$ cat config.mk
export PLATFORM = sky130hd
export DESIGN_NAME = pcp_sysctl
export DESIGN_NICKNAME = d
export VERILOG_FILES = /design/src/include/pcp_pkg.sv /design/src/include/pcp_key_if.sv /design/src/rtl/pcp_key_seq.sv /design/src/rtl/pcp_sysctl.sv
export SDC_FILE = /design/constraint.sdc
export NUM_CORES = 1
export LEC_CHECK = 0
export ABC_AREA = 1
export BUFFER_PORTS_ARGS = -buffer_cell sky130_fd_sc_hd__buf_2
export CAP_MARGIN = 40
export CORE_ASPECT_RATIO = 2
export CORE_UTILIZATION = 40
export CTS_CLUSTER_DIAMETER = 150
export CTS_CLUSTER_SIZE = 8
export DETAILED_ROUTE_END_ITERATION = 8
export PLACE_DENSITY = 0.69
export SLEW_MARGIN = 0
export SYNTH_ARGS = -nofsm -noshare
export SYNTH_HDL_FRONTEND = slang
export SYNTH_SLANG_ARGS = --single-unit
$ cat constraint.sdc
create_clock -name clk -period 4.9 [get_ports clk]
set_clock_uncertainty 0.2 [all_clocks]
set_input_delay 0.49 -clock clk [delete_from_list [all_inputs] [get_ports clk]]
set_output_delay 0.49 -clock clk [all_outputs]
set_load 0.03 [all_outputs]
$ cat src/include/pcp_pkg.sv
// ==========================================================
// Shared constants for synthesizer commit and power modes
// ==========================================================
package pcp_pkg;

  // ==========================================================
  // Register addresses
  // ==========================================================
  localparam logic [31:0] PCP_ADDR_CONTROL = 32'hE01FC080;
  localparam logic [31:0] PCP_ADDR_CONFIG = 32'hE01FC084;
  localparam logic [31:0] PCP_ADDR_STATUS = 32'hE01FC088;
  localparam logic [31:0] PCP_ADDR_KEY = 32'hE01FC08C;
  localparam logic [31:0] PCP_ADDR_PMODE = 32'hE01FC0C0;
  localparam logic [31:0] PCP_ADDR_GATES = 32'hE01FC0C4;

  // ==========================================================
  // Commit key values and width
  // ==========================================================
  localparam int PCP_KEY_W = 8;
  localparam logic [7:0] PCP_KEY_FIRST = 8'hAA;
  localparam logic [7:0] PCP_KEY_SECOND = 8'h55;

  // ==========================================================
  // Field positions
  // ==========================================================
  localparam int PCP_CTL_EN_BIT = 0;
  localparam int PCP_CTL_CON_BIT = 1;
  localparam int PCP_CFG_MUL_LSB = 0;
  localparam int PCP_MUL_W = 5;
  localparam int PCP_CFG_DIV_LSB = 5;
  localparam int PCP_DIV_W = 2;
  localparam int PCP_STA_EN_BIT = 8;
  localparam int PCP_STA_CON_BIT = 9;
  localparam int PCP_STA_LOCK_BIT = 10;
  localparam int PCP_PM_IDLE_BIT = 0;
  localparam int PCP_PM_DEEP_BIT = 1;

  // ==========================================================
  // Derived widths and reset values
  // ==========================================================
  localparam int PCP_MVAL_W = 6;
  localparam int PCP_PVAL_W = 4;
  localparam int PCP_CCO_W = 10;
  localparam logic [31:0] PCP_GATES_RST = 32'h0000FFBE;
  localparam logic [4:0] PCP_MUL_RST = 5'h00;
  localparam logic [1:0] PCP_DIV_RST = 2'h0;

  // Commit sequencer states
  typedef enum logic [0:0] {
    PCP_KEY_IDLE = 1'b0,
    PCP_KEY_ARMED = 1'b1
  } pcp_key_state_t;

endpackage

$ cat src/include/pcp_key_if.sv
`timescale 1ns/1ps
// ==========================================================
// Key write path between register block and key checker
// ==========================================================
interface pcp_key_if;
  logic key_wr;
  logic [7:0] key_data;
  logic commit;

  modport regs (output key_wr, output key_data, input commit);
  modport checker_side (input key_wr, input key_data, output commit);
endinterface

$ cat src/rtl/pcp_key_seq.sv
`timescale 1ns/1ps
// ==========================================================
// Two-write commit key sequencer
// ==========================================================
module pcp_key_seq
  import pcp_pkg::*;
(
  input wire logic clk,
  input wire logic rst,
  pcp_key_if.checker_side kif
);

  typedef struct packed {
    pcp_key_state_t st;
  } pcp_seq_t;

  pcp_seq_t s_q;
  pcp_seq_t s_d;

  // Arm on first key, commit only on second key the very next cycle
  always_comb begin
    s_d = s_q;
    kif.commit = 1'b0;
    case (s_q.st)
      PCP_KEY_IDLE: begin
        if (kif.key_wr && kif.key_data == PCP_KEY_FIRST) begin
          s_d.st = PCP_KEY_ARMED; // [RULE_01]
        end
      end
      PCP_KEY_ARMED: begin
        // Any cycle other than a first or second key drops the sequence; a first key stays armed
        if (kif.key_wr && kif.key_data == PCP_KEY_SECOND) begin
          kif.commit = 1'b1; // [RULE_01] [RULE_02]
          s_d.st = PCP_KEY_IDLE;
        end else if (kif.key_wr && kif.key_data == PCP_KEY_FIRST) begin
          s_d.st = PCP_KEY_ARMED; // [RULE_03]
        end else begin
          s_d.st = PCP_KEY_IDLE; // [RULE_03]
        end
      end
      default: begin
        s_d.st = PCP_KEY_IDLE;
      end
    endcase
  end

  // State register
  always_ff @(posedge clk) begin
    if (rst) begin
      s_q <= '{st: PCP_KEY_IDLE};
    end else begin
      s_q <= s_d;
    end
  end

endmodule // pcp_key_seq

$ cat src/rtl/pcp_sysctl.sv
`timescale 1ns/1ps
// Behaviour
// RULE_01 - Commit needs key AA then 55
// RULE_02 - Key writes on back-to-back bus cycles
// RULE_03 - Bad key, order or gap discards commit
// RULE_04 - Key register is 8-bit write only
// RULE_05 - Deep sleep clears active enable and connect
// RULE_06 - Wakeup leaves enable and connect cleared
// RULE_07 - Software enables, waits lock, then connects
// RULE_08 - Multiplier field holds M minus one
// RULE_09 - Divider field maps to 1,2,4,8
// RULE_10 - Core clock M times oscillator; CCO 2P
// RULE_11 - Software keeps CCO in 156-320 MHz
// RULE_12 - Idle halts core, peripherals keep running
// RULE_13 - Deep sleep stops oscillator, gates clocks
// RULE_14 - Deep sleep ends on reset or wake
// RULE_15 - Wakeup resumes with no instruction lost
// RULE_16 - Writing one enters mode; deep wins
// RULE_17 - Each gate bit powers one peripheral
// RULE_18 - Synthesizer used only if enabled and connected
// RULE_19 - Idle bit 0, deep bit 1; wake clears
// RULE_20 - All pending fields commit in one cycle
module pcp_sysctl
  import pcp_pkg::*;
#(
  parameter int GATE_W = 32,
  parameter logic [31:0] GATES_RST = PCP_GATES_RST
) (
  input wire logic clk,
  input wire logic rst,
  input wire logic bus_sel,
  input wire logic bus_wr,
  input wire logic [31:0] bus_addr,
  input wire logic [31:0] bus_wdata,
  output logic [31:0] bus_rdata_q,
  input wire logic synth_locked,
  input wire logic irq_wake,
  input wire logic ext_wake,
  output logic synth_enable_q,
  output logic synth_connect_q,
  output logic use_synth_q,
  output logic [PCP_MVAL_W-1:0] mult_value_q,
  output logic [PCP_PVAL_W-1:0] div_value_q,
  output logic [PCP_CCO_W-1:0] cco_ratio_q,
  output logic core_halt_q,
  output logic osc_enable_q,
  output logic clocks_gated_q,
  output logic pins_hold_q,
  output logic [GATE_W-1:0] periph_power_en_q
);

  // ==========================================================
  // State record
  // ==========================================================
  typedef struct packed {
    logic pend_en;
    logic pend_con;
    logic [PCP_MUL_W-1:0] pend_mul;
    logic [PCP_DIV_W-1:0] pend_div;
    logic act_en;
    logic act_con;
    logic [PCP_MUL_W-1:0] act_mul;
    logic [PCP_DIV_W-1:0] act_div;
    logic idle;
    logic deep;
    logic [GATE_W-1:0] gates;
    logic [31:0] rdata;
    logic use_synth;
    logic [PCP_MVAL_W-1:0] mval;
    logic [PCP_PVAL_W-1:0] pval;
    logic [PCP_CCO_W-1:0] cco;
    logic [GATE_W-1:0] pwr_en;
    logic halt;
    logic osc_en;
  } pcp_state_t;

  pcp_state_t s_q;
  pcp_state_t s_d;
  pcp_key_if kif();

  logic wr_ctl;
  logic wr_cfg;
  logic wr_key;
  logic wr_pm;
  logic wr_gates;
  logic enter_idle;
  logic enter_deep;

  // ==========================================================
  // Key sequencer
  // ==========================================================
  pcp_key_seq u_key (
    .clk(clk),
    .rst(rst),
    .kif(kif.checker_side)
  );

  // Only the low byte of a key write is looked at
  assign kif.key_wr = wr_key; // [RULE_04]
  assign kif.key_data = bus_wdata[PCP_KEY_W-1:0]; // [RULE_04]

  // ==========================================================
  // Address decode
  // ==========================================================
  assign wr_ctl = bus_sel && bus_wr && bus_addr == PCP_ADDR_CONTROL;
  assign wr_cfg = bus_sel && bus_wr && bus_addr == PCP_ADDR_CONFIG;
  assign wr_key = bus_sel && bus_wr && bus_addr == PCP_ADDR_KEY;
  assign wr_pm = bus_sel && bus_wr && bus_addr == PCP_ADDR_PMODE;
  assign wr_gates = bus_sel && bus_wr && bus_addr == PCP_ADDR_GATES;

  // Mode entry; deep sleep masks a simultaneous idle request
  assign enter_deep = wr_pm && bus_wdata[PCP_PM_DEEP_BIT]; // [RULE_16]
  assign enter_idle = wr_pm && bus_wdata[PCP_PM_IDLE_BIT]
                      && !bus_wdata[PCP_PM_DEEP_BIT]; // [RULE_16]

  // ==========================================================
  // Next state
  // ==========================================================
  always_comb begin
    s_d = s_q;

    // Pending copies, no effect on the synthesizer yet
    if (wr_ctl) begin
      s_d.pend_en = bus_wdata[PCP_CTL_EN_BIT];
      s_d.pend_con = bus_wdata[PCP_CTL_CON_BIT];
    end
    if (wr_cfg) begin
      s_d.pend_mul = bus_wdata[PCP_CFG_MUL_LSB +: PCP_MUL_W];
      s_d.pend_div = bus_wdata[PCP_CFG_DIV_LSB +: PCP_DIV_W];
    end

    // Accepted key moves every pending field at once
    if (kif.commit) begin
      s_d.act_en = s_q.pend_en; // [RULE_01] [RULE_20]
      s_d.act_con = s_q.pend_con; // [RULE_20]
      s_d.act_mul = s_q.pend_mul; // [RULE_20]
      s_d.act_div = s_q.pend_div; // [RULE_20]
    end

    // Deep sleep forces synthesizer off and bypassed
    if (enter_deep) begin
      s_d.act_en = 1'b0; // [RULE_05]
      s_d.act_con = 1'b0; // [RULE_05]
    end

    // Idle bit: wake clears, a new entry in the same cycle wins
    if (irq_wake) begin
      s_d.idle = 1'b0; // [RULE_12] [RULE_15]
    end
    if (ext_wake) begin
      s_d.idle = 1'b0; // [RULE_12]
      s_d.deep = 1'b0; // [RULE_14] [RULE_19]
    end
    if (wr_pm) begin
      s_d.idle = enter_idle ? 1'b1 : s_d.idle; // [RULE_16] [RULE_19]
      s_d.deep = enter_deep ? 1'b1 : s_d.deep; // [RULE_16] [RULE_19]
    end
    // Wakeup touches only the mode bits, never the active copy [RULE_06]

    if (wr_gates) begin
      s_d.gates = bus_wdata[GATE_W-1:0]; // [RULE_17]
    end

    // Derived outputs from next-state values
    s_d.use_synth = s_d.act_en && s_d.act_con; // [RULE_18]
    s_d.mval = {1'b0, s_d.act_mul} + 6'h01; // [RULE_08]
    case (s_d.act_div)
      2'h0: s_d.pval = 4'h1; // [RULE_09]
      2'h1: s_d.pval = 4'h2; // [RULE_09]
      2'h2: s_d.pval = 4'h4; // [RULE_09]
      2'h3: s_d.pval = 4'h8; // [RULE_09]
      default: s_d.pval = 4'h1;
    endcase
    // CCO ratio to oscillator is M times 2 times P
    s_d.cco = (PCP_CCO_W'(s_d.mval) * PCP_CCO_W'(s_d.pval)) << 1; // [RULE_10]
    // Deep sleep gates every peripheral; idle leaves them alone
    s_d.pwr_en = s_d.deep ? '0 : s_d.gates; // [RULE_13] [RULE_17]
    // Halt and oscillator enable kept as flops of their own
    s_d.halt = s_d.idle | s_d.deep; // [RULE_12] [RULE_15]
    s_d.osc_en = !s_d.deep; // [RULE_13]

    // Read data, registered one cycle after the access
    s_d.rdata = 32'h00000000;
    if (bus_sel && !bus_wr) begin
      case (bus_addr)
        PCP_ADDR_CONTROL: begin
          s_d.rdata[PCP_CTL_EN_BIT] = s_q.pend_en;
          s_d.rdata[PCP_CTL_CON_BIT] = s_q.pend_con;
        end
        PCP_ADDR_CONFIG: begin
          s_d.rdata[PCP_CFG_MUL_LSB +: PCP_MUL_W] = s_q.pend_mul;
          s_d.rdata[PCP_CFG_DIV_LSB +: PCP_DIV_W] = s_q.pend_div;
        end
        PCP_ADDR_STATUS: begin
          s_d.rdata[PCP_CFG_MUL_LSB +: PCP_MUL_W] = s_q.act_mul;
          s_d.rdata[PCP_CFG_DIV_LSB +: PCP_DIV_W] = s_q.act_div;
          s_d.rdata[PCP_STA_EN_BIT] = s_q.act_en;
          s_d.rdata[PCP_STA_CON_BIT] = s_q.act_con;
          s_d.rdata[PCP_STA_LOCK_BIT] = synth_locked;
        end
        PCP_ADDR_PMODE: begin
          s_d.rdata[PCP_PM_IDLE_BIT] = s_q.idle;
          s_d.rdata[PCP_PM_DEEP_BIT] = s_q.deep;
        end
        PCP_ADDR_GATES: begin
          s_d.rdata[GATE_W-1:0] = s_q.gates;
        end
        default: begin
          s_d.rdata = 32'h00000000; // Key and unmapped read zero [RULE_04]
        end
      endcase
    end
  end

  // ==========================================================
  // State register; only rst loads reset values, but deep sleep entry clears act_en and act_con
  // ==========================================================
  always_ff @(posedge clk) begin
    if (rst) begin
      s_q <= '0;
      s_q.pend_mul <= PCP_MUL_RST;
      s_q.pend_div <= PCP_DIV_RST;
      s_q.act_mul <= PCP_MUL_RST;
      s_q.act_div <= PCP_DIV_RST;
      s_q.mval <= 6'h01;
      s_q.pval <= 4'h1;
      s_q.cco <= 10'h002;
      s_q.gates <= GATES_RST[GATE_W-1:0];
      s_q.pwr_en <= GATES_RST[GATE_W-1:0];
      s_q.osc_en <= 1'b1;
    end else begin
      s_q <= s_d;
    end
  end

  // ==========================================================
  // Outputs, all straight from the state register
  // ==========================================================
  assign bus_rdata_q = s_q.rdata;
  assign synth_enable_q = s_q.act_en;
  assign synth_connect_q = s_q.act_con;
  assign use_synth_q = s_q.use_synth; // [RULE_18]
  assign mult_value_q = s_q.mval;
  assign div_value_q = s_q.pval;
  assign cco_ratio_q = s_q.cco; // [RULE_10]
  // Core halts in either mode, resuming at the next instruction
  assign core_halt_q = s_q.halt; // [RULE_12] [RULE_15]
  assign osc_enable_q = s_q.osc_en; // [RULE_13]
  assign clocks_gated_q = s_q.deep; // [RULE_13]
  assign pins_hold_q = s_q.deep; // [RULE_13]
  assign periph_power_en_q = s_q.pwr_en; // [RULE_17]

endmodule // pcp_sysctl

==> results.json <==
{
  "coreArea_um2": 16300,
  "status": "finished clean",
  "critPathLaunchType": "primary input",
  "layout.nets": 1062,
  "cts_root_buf": "clkbuf_16",
  "regToRegStartpoint": "u_key.s_q",
  "arrival_ps": 4610,
  "met1_usage": 0.175,
  "rsz0062_at_grt": "false",
  "track_usage": 0.203,
  "synth_seq_cells": 139,
  "cts_buffer_depth": 2,
  "drc": 0,
  "drive_gt1_frac": 0.298,
  "grt_antenna_before_repair": 1,
  "post-route-period-util": 0.919,
  "end_kind": "register",
  "grt_busiest_layer": "met2",
  "holdBufCountCts": 0,
  "via_count": 5532,
  "synth_top_family_by_area": "simple AND/OR/NAND/NOR gates",
  "power_density_nw_per_um2": 324,
  "fp-row-count": 66,
  "grt_max_degree": 36,
  "required_ps": 5010,
  "hold_start": "synth_locked",
  "synth_edf_count": 0,
  "fp.dieH_um": 185,
  "synth_fp_nets": 960,
  "cts_tree": "built",
  "die_w_um": 93.4,
  "hold_path.class": "primary input to register",
  "tightest_slew_ps": 743,
  "grt_pass1_vias": 5625,
  "antenna_left": 0,
  "initial_core_util": 0.411,
  "totalWireLength_mm": 16.6,
  "synth-simple-area-share": 0.270,
  "maxCapViolations": 0,
  "synthTopCellsByCount": "139 x dfxtp_1, 134 x nand2_1, 127 x nor2_1",
  "fmax_ghz": 0.222,
  "cts_buffers": 17,
  "path_common_cell": "nand2_1",
  "critPathMaxStageDelay_ps": 550,
  "io_pins": 162,
  "async_reset_ff_frac": 0,
  "synth_cell_types": 46,
  "synth_area_um2": 6680,
  "utilization": 0.481,
  "setup_violations": 0,
  "p_total_w": 0.00253,
  "postSynthCellCount": 868,
  "synth_compound_area_frac": 0.0667,
  "report.final.slew_viol_count": 0,
  "grt_pass1_wl_mm": 26.3,
  "die-area_um2": 17300,
  "placed_area_um2": 7200,
  "gr-total-overflow": 0,
  "yosysTopAreaCell": "dfxtp_1",
  "syn_to_final_growth_pct": 17.0,
  "synthXorXnorAreaFrac": 0.00393,
  "synth_ff_type": "dfxtp_1",
  "synth_top_area_share": 0.416,
  "synth_mux_area_frac": 0,
  "synth_area_leaders": "dfxtp_1 42%, buf_4 9.6%, nand2_1 7.5%",
  "slew_headroom": 0.503,
  "vias_per_cell": 4.65,
  "clk_latency_ps": 420,
  "synth_fa_ha_area_frac": 0.0483,
  "initialDrtViolationCount": 210,
  "grt_use_met3": 0.0411,
  "final_area_um2": 7820,
  "cp-startpoint": "bus_addr[11]",
  "firstDrtPassIters": 4,
  "cts_htree_levels": 4,
  "yosys.cell_count.top_type": "dfxtp_1",
  "dp_hpwl_mm": 13.2,
  "use_met2": 0.399,
  "avgSynthCellArea_um2": 7.70,
  "port_buffers": 160,
  "finalCriticalPeriod_ps": 4500,
  "ir_drop_uv": 189,
  "wire_per_inst_um": 14.0,
  "critical_path.max_fanout": 3,
  "critical_path_class": "primary input to register",
  "place_congestion": 0.920,
  "yosysWarnings": 0,
  "slowest_stage": "fa_1",
  "ys_seq_area_frac": 0.416,
  "leakage_nw": 4.00,
  "final_hold_viol_count": 0,
  "clock-sinks": 139,
  "path_clk_slew_ps": 60
}
cells in the final DEF, fill, tap and decap left out, drive strengths merged, types with 2 or more instances in the layout:
cell | netlist | layout
nand4 | 17 | 17
fa | 8 | 8
nand2 | 150 | 150
o211ai | 3 | 3
clkinv | 2 | 7
a21oi | 19 | 19
nor3 | 11 | 11
clkbuf | 10 | 19
nand3 | 48 | 48
nor4 | 3 | 3
o32ai | 2 | 2
dfxtp | 139 | 139
ha | 13 | 13
inv | 142 | 148
nor2 | 146 | 146
o221ai | 2 | 2
diode | 0 | 2
xor2 | 2 | 2
o21ai | 50 | 50
bufinv | 0 | 2
buf | 95 | 188
per-layer routing:
layer	vias up	wire length, µm	part of all wire
met5	-	0	0
met4	0	1020	0.061
met3	57	611	0.037
met2	146	9450	0.57
met1	2535	5570	0.33
li1	2794	-	-
area by class of cell:
| class | count | area, µm² |
|---|---|---|
| Inverter | 144 | 542 |
| Clock inverter | 13 | 155 |
| Clock buffer | 19 | 453 |
| Antenna cell | 2 | 5.00 |
| Tap cell | 204 | 255 |
| Fill cell | 1599 | 8450 |
| Timing Repair Buffer | 188 | 1020 |
| Multi-Input combinational cell | 480 | 2610 |
| Sequential cell | 139 | 2780 |
through the flow:
stage	worst slack, ps	cells	hold WS, ps	TNS [ps]
after floorplan	207	868	208	0
after global placement	-48.2	1154	210	-48.2
after detailed placement	-98.6	1155	218	-98.6
after CTS	332	1187	132	0
after global routing	19.5	1188	154	0
final	397	1189	148	0
logic make-up (layout without fill, tap and decap cells):
logic type,count (synthesis),after routing
adder cells (fa/ha/maj),21,21
AND/OR/NAND/NOR,377,377
XOR/XNOR,3,3
flip-flops,139,139
buffers and inverters,249,364
other,1,3
AO/OA/AOI/OAI,78,78
worst paths after layout:
check	depth (start not counted)	slack, ps	end
max	27	400	cco_ratio_q[9]
min	3	150	bus_rdata_q[10]
max reg2reg	23	470	cco_ratio_q[9]
min reg2reg	2	230	bus_rdata_q[27]
state kept, by name, summed over array words and instances (netlist names):
register	count
cco_ratio_q	9
synth_connect_q	1
clocks_gated_q	1
core_halt_q	1
osc_enable_q	1
mult_value_q	6
bus_rdata_q	32
periph_power_en_q	32
use_synth_q	1
u_key.s_q	1
div_value_q	4
synth_enable_q	1
s_q	49
power breakdown:
group / total, W / switching, W / internal (W)
clock: 0.00131 / 0.000515 / 0.000790
combinational: 0.0000977 / 0.0000628 / 0.0000348
sequential: 0.00113 / 0.0000000000000424 / 0.00113
critical path, delay by kind of cell:
family	cells	cell delay, ps
buffers and inverters	6	470
adders and majority gates	4	1630
and+or+nand+nor	13	1310
AOI/OAI and AO/OA	2	300
xor gates and xnor gates	2	410
repair_timing:
action | in CTS | in global routing
endpoints found under the setup margin | 0 | 1
buffers inserted | 0 | 0
endpoints found under the hold margin | 0 | 0
resized for setup | 0 | 1
Power figures use the tool's default switching activity.
